$ cat src/hdl/cmb_pkg.sv
package cmb_pkg;

	// Buffer geometry in words
	localparam int WORDS_PER_BUF  = 8;
	localparam int WORD_SEL_W     = 3;
	localparam int WORD_W         = 16;

	// Word indices inside one buffer
	localparam logic [2:0] W_STD_ID    = 3'h0;
	localparam logic [2:0] W_EXT_HIGH  = 3'h1;
	localparam logic [2:0] W_EXT_LOW   = 3'h2;
	localparam logic [2:0] W_PAYLOAD_0 = 3'h3;
	localparam logic [2:0] W_PAYLOAD_1 = 3'h4;
	localparam logic [2:0] W_PAYLOAD_2 = 3'h5;
	localparam logic [2:0] W_PAYLOAD_3 = 3'h6;
	localparam logic [2:0] W_FILTER    = 3'h7;

	// Last word read back for a transmit buffer
	localparam logic [2:0] W_TX_LAST   = 3'h6;

	// Word 0 fields
	localparam int STD_ID_LSB  = 2;
	localparam int STD_ID_MSB  = 12;
	localparam int SRR_BIT     = 1;
	localparam int IDE_BIT     = 0;

	// Word 1 fields: extension bits 17..6
	localparam int EXT_HI_MSB  = 11;
	localparam int EXT_HI_LSB  = 0;

	// Word 2 fields
	localparam int EXT_LO_MSB  = 15;
	localparam int EXT_LO_LSB  = 10;
	localparam int RTR_BIT     = 9;
	localparam int RSV_HI_BIT  = 8;
	localparam int RSV_LO_BIT  = 4;
	localparam int DLC_MSB     = 3;
	localparam int DLC_LSB     = 0;

	// Word 7 fields
	localparam int FILT_MSB    = 12;
	localparam int FILT_LSB    = 8;

	// Field widths
	localparam int BASE_ID_W   = 11;
	localparam int EXT_ID_W    = 18;
	localparam int DLC_W       = 4;
	localparam int FILT_W      = 5;
	localparam int PAYLOAD_W   = 64;

	// Flag reset value
	localparam logic FLAG_RST  = 1'b0;

	// Engine states
	typedef enum logic [2:0] {
		CMB_IDLE,
		CMB_CHECK,
		CMB_RX_WR,
		CMB_TX_RD
	} cmb_state_t;

endpackage

$ cat src/hdl/cmb_word_pack.sv
`timescale 1ns/1ps

// Builds one buffer word from the message fields
module cmb_word_pack
	import cmb_pkg::*;
(
	// Word select
	input  wire logic [WORD_SEL_W-1:0] word_sel_in,
	// Message fields
	input  wire logic [BASE_ID_W-1:0]  base_identifier_in,
	input  wire logic                  srr_in,
	input  wire logic                  ide_in,
	input  wire logic [EXT_ID_W-1:0]   identifier_extension_in,
	input  wire logic                  rtr_in,
	input  wire logic [DLC_W-1:0]      dlc_in,
	input  wire logic [PAYLOAD_W-1:0]  payload_in,
	input  wire logic [FILT_W-1:0]     matching_filter_code_in,
	// Packed word
	output logic      [WORD_W-1:0]     word_out
);

	// Unused and reserved positions stay zero
	always_comb begin
		word_out = 16'h0000;
		case (word_sel_in)
			W_STD_ID: begin
				word_out[STD_ID_MSB:STD_ID_LSB] = base_identifier_in;
				word_out[SRR_BIT]               = srr_in;
				word_out[IDE_BIT]               = ide_in;
			end
			W_EXT_HIGH: begin
				word_out[EXT_HI_MSB:EXT_HI_LSB] = identifier_extension_in[17:6];
			end
			W_EXT_LOW: begin
				word_out[EXT_LO_MSB:EXT_LO_LSB] = identifier_extension_in[5:0];
				word_out[RTR_BIT]               = rtr_in;
				word_out[DLC_MSB:DLC_LSB]       = dlc_in;
			end
			W_PAYLOAD_0: word_out = {payload_in[15:8], payload_in[7:0]};
			W_PAYLOAD_1: word_out = {payload_in[31:24], payload_in[23:16]};
			W_PAYLOAD_2: word_out = {payload_in[47:40], payload_in[39:32]};
			W_PAYLOAD_3: word_out = {payload_in[63:56], payload_in[55:48]};
			W_FILTER: begin
				word_out[FILT_MSB:FILT_LSB] = matching_filter_code_in;
			end
			default: word_out = 16'h0000;
		endcase
	end

endmodule

$ cat src/hdl/cmb_msg_buffer_engine.sv
`timescale 1ns/1ps

module cmb_msg_buffer_engine
	import cmb_pkg::*;
#(
	parameter int ADDR_W = 10,
	parameter int NBUF   = 32
) (
	// Clock and reset
	input  wire logic                   clock_in,
	input  wire logic                   rst_in,
	// Region set by software
	input  wire logic [ADDR_W-1:0]      region_base_in,
	input  wire logic [5:0]             region_bufs_in,
	// Received message from the protocol controller
	input  wire logic                   rx_valid_in,
	output logic                        rx_ready_out,
	input  wire logic [4:0]             rx_buf_idx_in,
	input  wire logic [BASE_ID_W-1:0]   rx_base_identifier_in,
	input  wire logic                   rx_srr_in,
	input  wire logic                   rx_ide_in,
	input  wire logic [EXT_ID_W-1:0]    rx_identifier_extension_in,
	input  wire logic                   rx_rtr_in,
	input  wire logic [DLC_W-1:0]       rx_dlc_in,
	input  wire logic [PAYLOAD_W-1:0]   rx_payload_in,
	input  wire logic [FILT_W-1:0]      rx_matching_filter_code_in,
	output logic                        rx_stored_out,
	output logic                        rx_dropped_out,
	output logic                        rx_range_err_out,
	// Transmit buffer fetch
	input  wire logic                   tx_req_in,
	output logic                        tx_ready_out,
	input  wire logic [4:0]             tx_buf_idx_in,
	output logic                        tx_done_out,
	output logic                        tx_range_err_out,
	output logic [BASE_ID_W-1:0]        tx_base_identifier_out,
	output logic                        tx_srr_out,
	output logic                        tx_ide_out,
	output logic [EXT_ID_W-1:0]         tx_identifier_extension_out,
	output logic                        tx_rtr_out,
	output logic [DLC_W-1:0]            tx_dlc_out,
	output logic [PAYLOAD_W-1:0]        tx_payload_out,
	// Flag access from software
	input  wire logic                   full_wr_in,
	input  wire logic [NBUF-1:0]        full_wdata_in,
	input  wire logic                   ovf_wr_in,
	input  wire logic [NBUF-1:0]        ovf_wdata_in,
	output logic [NBUF-1:0]             rx_buffer_full_flag_out,
	output logic [NBUF-1:0]             rx_buffer_overflow_flag_out,
	// DMA memory port
	output logic                        ram_req_out,
	output logic                        ram_we_out,
	output logic [ADDR_W-1:0]           ram_addr_out,
	output logic [WORD_W-1:0]           ram_wdata_out,
	input  wire logic                   ram_ack_in,
	input  wire logic [WORD_W-1:0]      ram_rdata_in
);

	// Elaboration checks
	if (NBUF < 1 || NBUF > 32) begin : g_bad_nbuf
		$error("NBUF must lie in 1..32");
	end
	if (ADDR_W < 8) begin : g_bad_addr
		$error("ADDR_W must be at least 8");
	end

	// Engine state and latched message
	cmb_state_t               state_q;
	logic                     is_tx_q;
	logic [4:0]               buf_q;
	logic [WORD_SEL_W-1:0]    word_q;
	logic [BASE_ID_W-1:0]     m_base_id_q;
	logic                     m_srr_q;
	logic                     m_ide_q;
	logic [EXT_ID_W-1:0]      m_ext_id_q;
	logic                     m_rtr_q;
	logic [DLC_W-1:0]         m_dlc_q;
	logic [PAYLOAD_W-1:0]     m_payload_q;
	logic [FILT_W-1:0]        m_filt_q;
	logic [NBUF-1:0]          full_q;
	logic [NBUF-1:0]          ovf_q;
	logic [WORD_W-1:0]        packed_word;
	logic                     buf_in_region;
	logic                     buf_is_full;
	logic                     last_rx_ack;
	logic [NBUF-1:0]          full_set;
	logic [NBUF-1:0]          ovf_set;
	logic [ADDR_W-1:0]        word_addr;

	// Region check and address relative to software base
	assign buf_in_region = ({1'b0, buf_q} < region_bufs_in) && (32'(buf_q) < NBUF);
	assign buf_is_full   = full_q[buf_q[$clog2(NBUF > 1 ? NBUF : 2)-1:0]];
	assign word_addr     = region_base_in + ADDR_W'({buf_q, word_q});
	assign last_rx_ack   = (state_q == CMB_RX_WR) && ram_req_out && ram_ack_in && (word_q == W_FILTER);

	// One-hot flag set vectors
	always_comb begin
		full_set = '0;
		ovf_set  = '0;
		if (last_rx_ack) begin
			full_set[buf_q[$clog2(NBUF > 1 ? NBUF : 2)-1:0]] = 1'b1;
		end
		if ((state_q == CMB_CHECK) && !is_tx_q && buf_in_region && buf_is_full) begin
			ovf_set[buf_q[$clog2(NBUF > 1 ? NBUF : 2)-1:0]] = 1'b1;
		end
	end

	// Word builder for received messages
	cmb_word_pack u_pack (
		.word_sel_in             (word_q),
		.base_identifier_in      (m_base_id_q),
		.srr_in                  (m_srr_q),
		.ide_in                  (m_ide_q),
		.identifier_extension_in (m_ext_id_q),
		.rtr_in                  (m_rtr_q),
		.dlc_in                  (m_dlc_q),
		.payload_in              (m_payload_q),
		.matching_filter_code_in (m_filt_q),
		.word_out                (packed_word)
	);

	// Sequencer: accept, check, walk the words
	always_ff @(posedge clock_in or posedge rst_in) begin
		if (rst_in) begin
			state_q      <= CMB_IDLE;
			is_tx_q      <= 1'b0;
			buf_q        <= 5'h00;
			word_q       <= 3'h0;
			rx_ready_out <= 1'b1;
			tx_ready_out <= 1'b1;
		end else begin
			case (state_q)
				CMB_IDLE: begin
					word_q <= 3'h0;
					if (rx_valid_in) begin
						state_q      <= CMB_CHECK;
						is_tx_q      <= 1'b0;
						buf_q        <= rx_buf_idx_in;
						rx_ready_out <= 1'b0;
						tx_ready_out <= 1'b0;
					end else if (tx_req_in) begin
						state_q      <= CMB_CHECK;
						is_tx_q      <= 1'b1;
						buf_q        <= tx_buf_idx_in;
						rx_ready_out <= 1'b0;
						tx_ready_out <= 1'b0;
					end
				end
				CMB_CHECK: begin
					if (!buf_in_region || (!is_tx_q && buf_is_full)) begin
						state_q      <= CMB_IDLE;
						rx_ready_out <= 1'b1;
						tx_ready_out <= 1'b1;
					end else if (is_tx_q) begin
						state_q <= CMB_TX_RD;
					end else begin
						state_q <= CMB_RX_WR;
					end
				end
				CMB_RX_WR, CMB_TX_RD: begin
					if (ram_req_out && ram_ack_in) begin
						if ((state_q == CMB_RX_WR && word_q == W_FILTER) ||
						    (state_q == CMB_TX_RD && word_q == W_TX_LAST)) begin
							state_q      <= CMB_IDLE;
							rx_ready_out <= 1'b1;
							tx_ready_out <= 1'b1;
						end else begin
							word_q <= word_q + 3'h1;
						end
					end
				end
				default: begin
					state_q      <= CMB_IDLE;
					rx_ready_out <= 1'b1;
					tx_ready_out <= 1'b1;
				end
			endcase
		end
	end

	// Latch received message on acceptance
	always_ff @(posedge clock_in or posedge rst_in) begin
		if (rst_in) begin
			m_base_id_q <= '0;
			m_srr_q     <= 1'b0;
			m_ide_q     <= 1'b0;
			m_ext_id_q  <= '0;
			m_rtr_q     <= 1'b0;
			m_dlc_q     <= '0;
			m_payload_q <= '0;
			m_filt_q    <= '0;
		end else if (state_q == CMB_IDLE && rx_valid_in) begin
			m_base_id_q <= rx_base_identifier_in;
			m_srr_q     <= rx_srr_in;
			m_ide_q     <= rx_ide_in;
			m_ext_id_q  <= rx_identifier_extension_in;
			m_rtr_q     <= rx_rtr_in;
			m_dlc_q     <= rx_dlc_in;
			m_payload_q <= rx_payload_in;
			m_filt_q    <= rx_matching_filter_code_in;
		end
	end

	// Memory port: one word per request, held until acknowledged
	always_ff @(posedge clock_in or posedge rst_in) begin
		if (rst_in) begin
			ram_req_out   <= 1'b0;
			ram_we_out    <= 1'b0;
			ram_addr_out  <= '0;
			ram_wdata_out <= 16'h0000;
		end else if (state_q == CMB_RX_WR || state_q == CMB_TX_RD) begin
			if (!ram_req_out) begin
				ram_req_out   <= 1'b1;
				ram_we_out    <= (state_q == CMB_RX_WR);
				ram_addr_out  <= word_addr;
				ram_wdata_out <= (state_q == CMB_RX_WR) ? packed_word : 16'h0000;
			end else if (ram_ack_in) begin
				ram_req_out <= 1'b0;
				ram_we_out  <= 1'b0;
			end
		end else begin
			ram_req_out <= 1'b0;
			ram_we_out  <= 1'b0;
		end
	end

	// Unpack transmit words as they return; filter word is never read
	always_ff @(posedge clock_in or posedge rst_in) begin
		if (rst_in) begin
			tx_base_identifier_out      <= '0;
			tx_srr_out                  <= 1'b0;
			tx_ide_out                  <= 1'b0;
			tx_identifier_extension_out <= '0;
			tx_rtr_out                  <= 1'b0;
			tx_dlc_out                  <= '0;
			tx_payload_out              <= '0;
		end else if (state_q == CMB_TX_RD && ram_req_out && ram_ack_in) begin
			case (word_q)
				W_STD_ID: begin
					tx_base_identifier_out <= ram_rdata_in[STD_ID_MSB:STD_ID_LSB];
					tx_srr_out             <= ram_rdata_in[SRR_BIT];
					tx_ide_out             <= ram_rdata_in[IDE_BIT];
				end
				W_EXT_HIGH: begin
					tx_identifier_extension_out[17:6] <= ram_rdata_in[EXT_HI_MSB:EXT_HI_LSB];
				end
				W_EXT_LOW: begin
					tx_identifier_extension_out[5:0] <= ram_rdata_in[EXT_LO_MSB:EXT_LO_LSB];
					tx_rtr_out                       <= ram_rdata_in[RTR_BIT];
					tx_dlc_out                       <= ram_rdata_in[DLC_MSB:DLC_LSB];
				end
				W_PAYLOAD_0: tx_payload_out[15:0]  <= ram_rdata_in;
				W_PAYLOAD_1: tx_payload_out[31:16] <= ram_rdata_in;
				W_PAYLOAD_2: tx_payload_out[47:32] <= ram_rdata_in;
				W_PAYLOAD_3: tx_payload_out[63:48] <= ram_rdata_in;
				default: begin
				end
			endcase
		end
	end

	// Completion and error pulses
	always_ff @(posedge clock_in or posedge rst_in) begin
		if (rst_in) begin
			rx_stored_out    <= 1'b0;
			rx_dropped_out   <= 1'b0;
			rx_range_err_out <= 1'b0;
			tx_done_out      <= 1'b0;
			tx_range_err_out <= 1'b0;
		end else begin
			rx_stored_out    <= last_rx_ack;
			rx_dropped_out   <= |ovf_set;
			rx_range_err_out <= (state_q == CMB_CHECK) && !is_tx_q && !buf_in_region;
			tx_range_err_out <= (state_q == CMB_CHECK) && is_tx_q && !buf_in_region;
			tx_done_out      <= (state_q == CMB_TX_RD) && ram_req_out && ram_ack_in && (word_q == W_TX_LAST);
		end
	end

	// Full flags: set wins over a software clear in the same cycle
	always_ff @(posedge clock_in or posedge rst_in) begin
		if (rst_in) begin
			full_q <= {NBUF{FLAG_RST}};
		end else begin
			full_q <= (full_q & ~(full_wr_in ? ~full_wdata_in : '0)) | full_set;
		end
	end

	// Overflow flags: same write-zero-to-clear behaviour
	always_ff @(posedge clock_in or posedge rst_in) begin
		if (rst_in) begin
			ovf_q <= {NBUF{FLAG_RST}};
		end else begin
			ovf_q <= (ovf_q & ~(ovf_wr_in ? ~ovf_wdata_in : '0)) | ovf_set;
		end
	end

	// Flags leave straight from their flops
	assign rx_buffer_full_flag_out     = full_q;
	assign rx_buffer_overflow_flag_out = ovf_q;

endmodule

$ cat config.mk
export PLATFORM = sky130hd
export DESIGN_NAME = cmb_msg_buffer_engine
export DESIGN_NICKNAME = d
export VERILOG_FILES = /design/src/hdl/cmb_pkg.sv /design/src/hdl/cmb_word_pack.sv /design/src/hdl/cmb_msg_buffer_engine.sv
export SDC_FILE = /design/constraint.sdc
export NUM_CORES = 1
export LEC_CHECK = 0
export BUFFER_PORTS_ARGS = -buffer_cell sky130_fd_sc_hd__buf_2
export CAP_MARGIN = 20
export CELL_PAD_IN_SITES_DETAIL_PLACEMENT = 1
export CELL_PAD_IN_SITES_GLOBAL_PLACEMENT = 2
export CORE_MARGIN = 8
export CORE_UTILIZATION = 34
export DETAILED_ROUTE_END_ITERATION = 8
export PLACE_DENSITY_LB_ADDON = 0.3
export SKIP_CTS_REPAIR_TIMING = 1
export SLEW_MARGIN = 25
export SYNTH_ARGS = -nofsm -noshare
export SYNTH_HDL_FRONTEND = slang
export SYNTH_HIERARCHICAL = 1
export SYNTH_SLANG_ARGS = --single-unit
export TNS_END_PERCENT = 20
$ cat constraint.sdc
create_clock -name clock_in -period 14.2 [get_ports clock_in]
set_clock_uncertainty 0.2 [all_clocks]
set_input_delay 1.42 -clock clock_in [delete_from_list [all_inputs] [get_ports clock_in]]
set_output_delay 1.42 -clock clock_in [all_outputs]
set_load 0.02 [all_outputs]
### Word level (Yosys, flattened, before mapping)

Index checks and enable logic that the tools add are counted.

| word-level totals | value |
|---|---|
| logic and storage cells | 147 |
| register bits after elaboration | 315 |
| output and inout bits | 199 |
| bits of input ports | 218 |

| operators by class | value |
|---|---|
| magnitude comparators | 3 |
| multiplexer cells | 41 |
| bitwise logic cells | 9 |
| reduce and logical (&&, ||, !) cells | 41 |
| eq/ne operators | 16 |
| add/sub/neg operators | 2 |

Operator list:

| operator | count |
|---|---|
| two-way mux 32 bit | 4 |
| NOT 32 bit | 4 |
| AND 32 bit | 2 |
| OR 32 bit | 2 |
| OR reduction 32 bit | 1 |
| one-hot mux 4 bit (7 select lines) | 1 |
| one-hot mux 3 bit (8 select lines) | 1 |
| one-hot mux 4 bit (6 select lines) | 1 |
| logical AND 1 bit | 18 |
| two-way mux 3 bit | 6 |
| AND reduction 2 bit | 9 |
| two-way mux 1 bit | 16 |
| two-way mux 16 bit | 1 |
| one-hot mux 3 bit (5 select lines) | 1 |
| one-hot mux 1 bit (7 select lines) | 2 |
| equality test 3 x 2 -> 1 bit, second input constant | 4 |
| equality test 3 bit, second input constant | 4 |
| adder 10 x 8 -> 10 bit | 1 |
| two-way mux 5 bit | 2 |
| one-hot mux 3 bit (3 select lines) | 1 |
| inequality test 2 bit, second input constant | 4 |
| equality test 3 x 1 -> 1 bit, second input constant | 2 |
| zero test 3 bit | 2 |
| less-than comparator 5 x 6 -> 1 bit | 1 |
| other kinds (16) | 22 |

### Logic depth before layout (Yosys ltp)

Gate-level depths: netlist of the first run.

| depth | value |
|---|---|
| depth in word-level cells | 6 |
| mapped depth | 9 |
| mapped depth without buffers | 9 |

### By module

Netlist of the first run, hierarchy kept.

By module, submodules not included:

| module | area each (µm²) | times used | cells an instance | seq. area each (µm²) |
|---|---|---|---|---|
| cmb_msg_buffer_engine | 12995.0 | 1 | 981 | 7858.8 |
| cmb_word_pack | 919.6 | 1 | 107 | 0.0 |

### Least setup slack after synthesis of the first run

Ideal clock, no wire load.

| path | value |
|---|---|
| kind | input -> register |
| start point | input port rx_valid_in |
| end point | register m_filt_q[0] |
| library setup time | 0.125 ns |
| stages | 6 |
| data required time | 13.875 ns |
| path slack | 10.933 ns |
| buffers on the path | 4 |
| data arrival time | 2.942 ns |
| cells stage by stage | buf_2 and2_1 clkbuf_1 clkbuf_1 clkbuf_1 mux2_2 |

| between the ends | value |
|---|---|
| word-level cells in the longest chain between the ends | 1 |

Ends and longest elaborated chain:

| what | line | RTL |
|---|---|---|
| from (decl) | cmb_msg_buffer_engine.sv:16 | `input wire logic rx_valid_in,` |
| logical AND 1 bit | cmb_msg_buffer_engine.sv:192 | `end else if (state_q == CMB_IDLE && rx_valid_in) begin` |
| to (signal assigned) | cmb_msg_buffer_engine.sv:200 | `m_filt_q <= rx_matching_filter_code_in;` |
| to (decl) | cmb_msg_buffer_engine.sv:79 | `logic [FILT_W-1:0] m_filt_q;` |

Every way passes these cells.
A chain may end at the register's enable or synchronous reset.

### Worst setup path in the final report of the first run

| path | value |
|---|---|
| start point | input port region_bufs_in[1] |
| end point | register ovf_q[0] (netlist: rx_buffer_overflow_flag_out[0]) |

| between the ends | value |
|---|---|
| word-level cells in the longest chain between the ends | 5 |

Ends and longest elaborated chain:

| what | line | RTL |
|---|---|---|
| from (decl) | cmb_msg_buffer_engine.sv:14 | `input wire logic [5:0] region_bufs_in,` |
| less-than comparator 5 x 6 -> 1 bit | cmb_msg_buffer_engine.sv:91 | `assign buf_in_region = ({1'b0, buf_q} < region_bufs_in) && (32'(buf_q) < NBUF);` |
| logical AND 1 bit (2 in series) | cmb_msg_buffer_engine.sv:103 | `if ((state_q == CMB_CHECK) && !is_tx_q && buf_in_region && buf_is_full) begin` |
| two-way mux 32 bit | cmb_msg_buffer_engine.sv:103 |  |
| OR 32 bit | cmb_msg_buffer_engine.sv:293 | `ovf_q <= (ovf_q & ~(ovf_wr_in ? ~ovf_wdata_in : '0)) \| ovf_set;` |
| to (signal assigned) | cmb_msg_buffer_engine.sv:291 | `ovf_q <= {NBUF{FLAG_RST}};` |
| to (signal assigned) | cmb_msg_buffer_engine.sv:293 |  |
| to (decl) | cmb_msg_buffer_engine.sv:81 | `logic [NBUF-1:0] ovf_q;` |

Every way passes these cells.

==> results of run 1 <==
-- critical path, delay by kind of cell --
family                   cells  cell delay, ns
buffers and inverters        2            0.11
AND/OR/NAND/NOR              1            0.59
AO/OA/AOI/OAI                3            1.10
adder cells (fa/ha/maj)      1            0.27
-- logic make-up after synthesis --
kind of cell               after synthesis  synth area share
muxes                                  245             0.201
adders and majority gates               19            0.0176
DFF                                    314             0.565
AOI/OAI and AO/OA                      239             0.124
buffers and inverters                   89            0.0317
xor gates and xnor gates                 5           0.00315
and+or+nand+nor                        177            0.0581
-- layout by cell type, fill, tap and decap left out, drive strengths merged, types with 6 or more instances in the layout --
cell	count
a21oi	11
a22oi	11
buf	430
clkbuf	55
clkinv	8
dfrtp	313
ha	18
inv	22
mux2	206
mux2i	33
mux4	6
nand2	109
nand2b	8
nor2	16
nor2b	8
o21ai	134
o221ai	6
o22ai	8
o41ai	32
-- path summary, 6_finish.rpt --
check / startpoint / end / cells after the start
hold reg to reg: tx_payload_out[56]$_DFFE_PP0P_ / tx_payload_out[56]$_DFFE_PP0P_ / 2
max in group asynchronous: rst_in / rx_buffer_overflow_flag_out[26]$_DFF_PP0_ / 3
min in group asynchronous: rst_in / tx_payload_out[37]$_DFFE_PP0P_ / 2
hold / removal: tx_payload_out[56]$_DFFE_PP0P_ / tx_payload_out[56]$_DFFE_PP0P_ / 2
setup reg to reg: word_q[0]$_DFFE_PP0P_ / ram_addr_out[8]$_DFFE_PP0P_ / 10
setup / recovery: region_bufs_in[1] / rx_buffer_overflow_flag_out[0]$_DFF_PP0_ / 7
-- layer usage --
| metal | share of wire | vias to the layer above |
|---|---|---|
| met5 | 0.00065 | - |
| li1 | - | 4741 |
| met4 | 0.026 | 6 |
| met1 | 0.43 | 5282 |
| met2 | 0.48 | 275 |
| met3 | 0.062 | 74 |
-- layout make-up --
type / count / area (sq um) / area share
Antenna cell: 5 / 12.5 / 0.000707
Clock buffer: 55 / 1120 / 0.0631
Clock inverter: 12 / 131 / 0.00743
Inverter: 21 / 86.3 / 0.00488
Multi-Input combinational cell: 685 / 5630 / 0.318
Sequential cell: 314 / 7860 / 0.444
Tap cell: 532 / 666 / 0.0376
Timing Repair Buffer: 430 / 2190 / 0.124
-- metrics by stage --
step / power [mW] / utilization / hold WS [ns]
3_5_place_dp: 2.82 / 0.404 / 0.257
6_report: 3.75 / 0.435 / 0.266
3_3_place_gp: 2.77 / 0.404 / 0.253
2_1_floorplan: 2.32 / - / 0.271
5_1_grt: 4.00 / 0.435 / 0.306
4_1_cts: 3.81 / 0.435 / 0.271
-- power groups by stage --
| stage | clock network (mW) | logic (mW) | registers, mW |
|---|---|---|---|
| floorplan | 0 | 0.766 | 1.56 |
| global placement | 0 | 1.36 | 1.40 |
| detailed placement | 0 | 1.39 | 1.42 |
| CTS | 1.00 | 1.40 | 1.41 |
| global route | 1.03 | 1.51 | 1.45 |
| finish | 0.970 | 1.38 | 1.41 |
-- state kept, by name, summed over array words and instances (netlist names), 11 cells and up --
register and flops:
tx_payload_out 64, rx_buffer_overflow_flag_out 32, m_ext_id_q 18, m_payload_q 64, rx_buffer_full_flag_out 32, m_base_id_q 11, tx_identifier_extension_out 18, tx_base_identifier_out 11
ram_wdata_out 16
==> results summary, run 1 <==
The die is 218 microns tall. In the post-synthesis netlist, the cell with the most instances is dfrtp_1. The final non-filler cell area is 17700 sq um.

The CTS clock-pin slew for the worst setup and hold paths came out at 0.06 ns. The largest stage delay on the critical path came out at 0.59 ns. For met3 alone, demand over resource in global routing was 0.0495. For this design, the slowest cell found on the critical path is nand2_2. Once placement completed, the tool counted placed cells totaling 1982.

The routed design has 46500 microns of wire. The count of final max-slew check failures came out at 0. The cell taking the most area after synthesis is dfrtp_1.

The number of hold-slack violations in the final timing report came out at 0. The mean instance size in the synthesized netlist is 12.8 sq um. The kind of critical path is primary input to register. For the pin with the worst max-slew slack, the measured transition is 1.05 ns.

The final weighted congestion in routability-driven placement came out at 0.811. The detailed-routing iteration count for the pre-antenna-repair pass is 4. The H-tree was split into 2 levels. The number of buffers added by the clock tree synthesis step is 38. The number of warnings issued by yosys came out at 6. The register bit count reported by yosys came out at 314. For this configuration, the core starts out at a cell density of 0.342.

The final worst-path setup slack came out at 10.90 ns. The row count came out at 74. The clock latency on the worst-skew pair came out at 0.53 ns.

The time the worst path needs with I/O delays and setup came out at 3.30 ns. The worst slew slack as a fraction of its limit came out at 0.297. The die span in x is 218 microns. The switching component of the power came out at 1.38 mW. The via count came out at 10400. The number of nets in the layout came out at 1727. The maximum number of pins on one net before global-route repair came out at 125. The layout overhead on the synthesized area came out at 27.1%. The sequential-to-total area share from yosys stat came out at 0.565. The I/O pin count came out at 417. For this run, the total global-route usage over all layers was measured as 0.194. The tool flagged a number of max-cap violations equal to 0. Setup repair after global routing left no endpoint under its margin. Summed over all layers, the global routing overflow is 0. The vias per cell came out at 5.05. The distinct cell type count of the synthesized netlist came out at 63. In the synthesized netlist, the cells that appear most often are dfrtp_1 (313), mux2_2 (201), o21ai_0 (132). The final-layout setup total negative slack came out at 0 ns. The endpoint class of the critical path is a register. The total clock sinks is 314.

Ranked by total cell area, the synthesized netlist is headed by dfrtp_1 (56%), mux2_2 (16%), o21ai_0 (4.7%), o41ai_2 (3.3%), nand2_1 (2.9%). The fill cell instance count of the final layout is 4444. The critical path goes through buf_2 -> inv_1 -> ha_1 -> a211oi_1 -> o22a_1 -> nand2_2 -> o41ai_1. The number of antenna violations at the first check in global routing is 8. The portion of total power attributed to sequential cells is 0.375. TritonCTS built the clock tree. The pre-CTS setup slack came out at 10.35 ns. The maximum clock insertion buffer count came out at 3. The commonest register cell after synthesis is dfrtp_1.

Of the cells placed in the final design, the portion with a size suffix greater than 1 is 0.485. STA puts the critical path data arrival time at 3.51 ns. For this run, global-route usage on met1 was measured as 0.253. For this run, asynchronously set or reset flops after synthesis account for 1.00. The non-filler instance count after layout is 2054.

Synthesis produced a netlist whose cell count is 1088. The number of global-route vias before repair is 11600. VDD sags by at most 0.000106 V.

When the netlist entered floorplanning its net count stood at 1325. The worst endpoint required time came out at 14.42 ns. After floorplanning, the core was sized to cover 40600 sq um.

The fmax is 303 MHz. The part of the power in combinational logic came out at 0.367. The run finished with clean final reports. The area share of the leading cell type in the synthesized netlist came out at 0.563. The internal reg-to-reg setup slack is 10.97 ns.

The die area is 47700 sq um. The switching share of power came out at 0.369. The tree is rooted in a clkbuf_16. For this design the static power due to leakage is 8.92 nW.

The area after detailed placement is 16400 sq um. The type of element launching the critical path is a primary input. met2 is the most crowded layer. The internal power came out at 2.37 mW. The detailed-route DRC error count came out at 0. The global-route wire length before repair came out at 71800 microns. The type of the most critical hold path is register to register. The number of failing setup endpoints in the final timing report is 0.

The highest fanout seen on the critical path came out at 36. In the finished design, the share of the clock period the worst path needs comes to 0.232. The count of antenna-violating nets left after detailed routing came out at 0.

The mapped netlist covers 13900 sq um. The sum of net half-perimeters after detailed placement came out at 34100 microns. The global routing usage on met2 came out at 0.310.

The count of flip-flops with a built-in enable after synthesis came out at 0. The average wire per cell in the routed design is 22.6 microns. The port buffer count came out at 416. The portion of total power attributed to the clock network is 0.259.

The starting DRC count in detailed routing is 522. The total power divided by cell area came out at 212 nW/um^2.
Power figures use the tool's default switching activity.
==> inputs of run 2 (changes only) <==
==> constraint.sdc (replaced) <==
create_clock -name clock_in -period 3.4 [get_ports clock_in]
set_clock_uncertainty 0.2 [all_clocks]
set_input_delay 0.34 -clock clock_in [delete_from_list [all_inputs] [get_ports clock_in]]
set_output_delay 0.34 -clock clock_in [all_outputs]
set_load 0.02 [all_outputs]
==> results summary, run 2 (same netlist as run 1, synthesis figures left out) <==
The flow ran to the end, and the final reports show no timing, DRC or antenna violations. The post-route fraction of the period consumed by the critical path is 0.867. The area after detailed placement came out at 16600 sq um (+0.86%). The count of antenna-violating nets left after detailed routing is 0 (unchanged). The footprint of the flip-flops and latches is 7860 sq um (unchanged). The detailed-routing iteration count for the pre-antenna-repair pass is 4 (unchanged). The worst hold path belongs to the class primary input to register. Walking the worst path, the cells encountered are buf_4 -> ha_1 -> a211oi_1 -> o22a_1 -> nand2_2 -> buf_4 -> o41ai_1.

The highest fanout seen on the critical path is 36 (unchanged). The number of buffers added by the clock tree synthesis step is 37 (-2.6%). The total leakage power came out at 9.82 nW (+10%).

The core area came to 40600 sq um (unchanged). The total routing usage reported by global routing is 0.195 (+0.00180). The worst slew slack as a fraction of its limit is 0.301 (+0.00350). The final routed wirelength across all metal layers is 52300 microns (+12%). The number of failing setup endpoints in the final timing report was 0 (unchanged). The pre-CTS setup slack came out at 0.575 ns (-9.78 ns). The sum of net half-perimeters after detailed placement is 35900 microns (+5.4%). The maximum number of pins on one net before global-route repair came out at 72 (-42%).

The worst setup path is launched from a register. The clock tree from TritonCTS is built. Setup repair after global routing left no endpoint under its margin.

The time the worst path needs with I/O delays and setup is 2.95 ns. The row count came out at 74 (unchanged). Leaving out fill and tap cells, the most frequent cells in the layout are buf_2 (416), dfrtp_1 (312), dlygate4sd3_1 (202), mux2_2 (201), o21ai_0 (131). The total global routing overflow is 0 (unchanged).

The post-layout total power is 16.1 mW (+330%). The via count is 11400 (+10%). The slowest stage of the critical path is the dfrtp_1 cell.

The number of nets in the layout came out at 1934 (+12%). The final worst hold slack is 0.122 ns (-0.143 ns). The final non-filler cell area is 19900 sq um (+12%).

The tree is rooted in a clkbuf_16. The number of hold-slack violations in the final timing report is 0 (unchanged). The peak ir drop on the vdd network is 0.000400 V (+280%). The CTS clock-pin slew for the worst setup and hold paths is 0.06 ns (about the same). The maximum clock insertion buffer count is 3 (unchanged). The I/O pin count was 417 (unchanged).

The number of antenna violations at the first check in global routing is 6 (-2). The number of max-cap violations was 0 (unchanged). The starting density of the core came out at 0.342 (unchanged).

The slew at the pin closest to its max-slew limit came to 1.05 ns (-0.00406 ns). The die area is 47700 sq um (unchanged). The fmax is 339 MHz. The port buffer count came out at 416 (unchanged).

The average wire per cell in the routed design came to 23.1 microns (+2.1%). In the final layout, the registers with the most flip-flops are m_payload_q x64, tx_payload_out x64. The library cell used most frequently in the layout, excluding fill and tap cells, is buf_2. The vias per cell came out at 5.05 (about the same). The area taken by multi-input logic gates is 5620 sq um (about the same).

The largest stage delay on the critical path is 0.80 ns (+0.21 ns). The critical path is of the register to register type. The detailed-route DRC error count came to 0 (unchanged). Relative to the synthesized area, the layout overhead comes to 42.9%. The total number of H-tree levels is 2 (unchanged). The worst endpoint required time came to 3.59 ns (-10.83 ns). The starting DRC count in detailed routing is 576 (+10%).

The number of global-route vias before repair came to 11500 (-0.53%). The clock latency on the worst-skew pair came out at 0.55 ns (+0.02 ns). The fraction of final layout cells with drive strength greater than 1 is 0.430 (-0.0541).

The final weighted congestion in routability-driven placement came out at 0.817 (+0.74%). The fill cell instance count of the final layout came out at 4329 (-2.6%). The final worst-path setup slack is 0.453 ns (-10.45 ns). The total power divided by cell area came out at 812 nW/um^2 (+280%).

The endpoint arrival time on the critical path was 3.14 ns (-0.37 ns). The global-route wire length before repair is 72100 microns (+0.46%). The most numerous cell type found on the critical path is buf_4. The die span in x came to 218 microns (unchanged). The die span in y is 218 microns (unchanged). The total clock sinks was 314 (unchanged).

The endpoint class of the critical path is a register. The count of final max-slew check failures came to 0 (unchanged).
==> run 2: critical path: cells and delay by family, from the launching register on <==
family | cells | cell delay (ns)
AO/OA/AOI/OAI | 3 | 0.93
flip-flops | 1 | 0.80
buffers and inverters | 2 | 0.56
adder cells (fa/ha/maj) | 1 | 0.23
AND/OR/NAND/NOR | 1 | 0.05
==> run 2: per-layer routing <==
metal	part of all wire	global-route usage	wire (microns)
met5	0.00019	0	10
met4	0.032	0.0790	1690
met3	0.051	0.0438	2680
met1	0.42	0.258	22000
met2	0.49	0.308	25800
==> run 2: final timing paths <==
kind | from | to | slack, ns | cells after the start
max in group asynchronous | rst_in | tx_ready_out$_DFFE_PP1P_ | 1.85 | 4
setup / recovery | buf_q[1]$_DFFE_PP0P_ | rx_buffer_overflow_flag_out[0]$_DFF_PP0_ | 0.45 | 7
setup reg to reg | buf_q[1]$_DFFE_PP0P_ | rx_buffer_overflow_flag_out[0]$_DFF_PP0_ | 0.45 | 7
min in group asynchronous | rst_in | tx_payload_out[7]$_DFFE_PP0P_ | 0.31 | 3
hold reg to reg | tx_payload_out[61]$_DFFE_PP0P_ | tx_payload_out[61]$_DFFE_PP0P_ | 0.27 | 2
hold / removal | region_base_in[7] | ram_addr_out[8]$_DFFE_PP0P_ | 0.12 | 4
==> run 2: final cells by class <==
| type | count | area share |
|---|---|---|
| multi-input combinational | 685 | 0.283 |
| clock buffer | 51 | 0.0538 |
| tap | 532 | 0.0335 |
| antenna | 5 | 0.000629 |
| timing repair buffer | 638 | 0.219 |
| sequential | 314 | 0.395 |
| inverter | 21 | 0.00415 |
| clock inverter | 15 | 0.0106 |
==> run 2: per-stage QoR <==
| step | std cells | TNS (ns) | utilization |
|---|---|---|---|
| global route | 2261 | 0 | 0.489 |
| floorplan | 1088 | -414.00 | - |
| finish | 2261 | 0 | 0.489 |
| global placement | 1988 | 0 | 0.407 |
| detailed placement | 1988 | 0 | 0.407 |
| CTS | 2054 | 0 | 0.439 |
==> run 2: power breakdown <==
| group | internal [mW] | total [mW] | switching, mW |
|---|---|---|---|
| registers | 5.08 | 5.99 | 0.909 |
| logic | 2.57 | 5.98 | 3.42 |
| clock network | 2.52 | 4.17 | 1.64 |
| total | 10.2 | 16.1 | 5.97 |
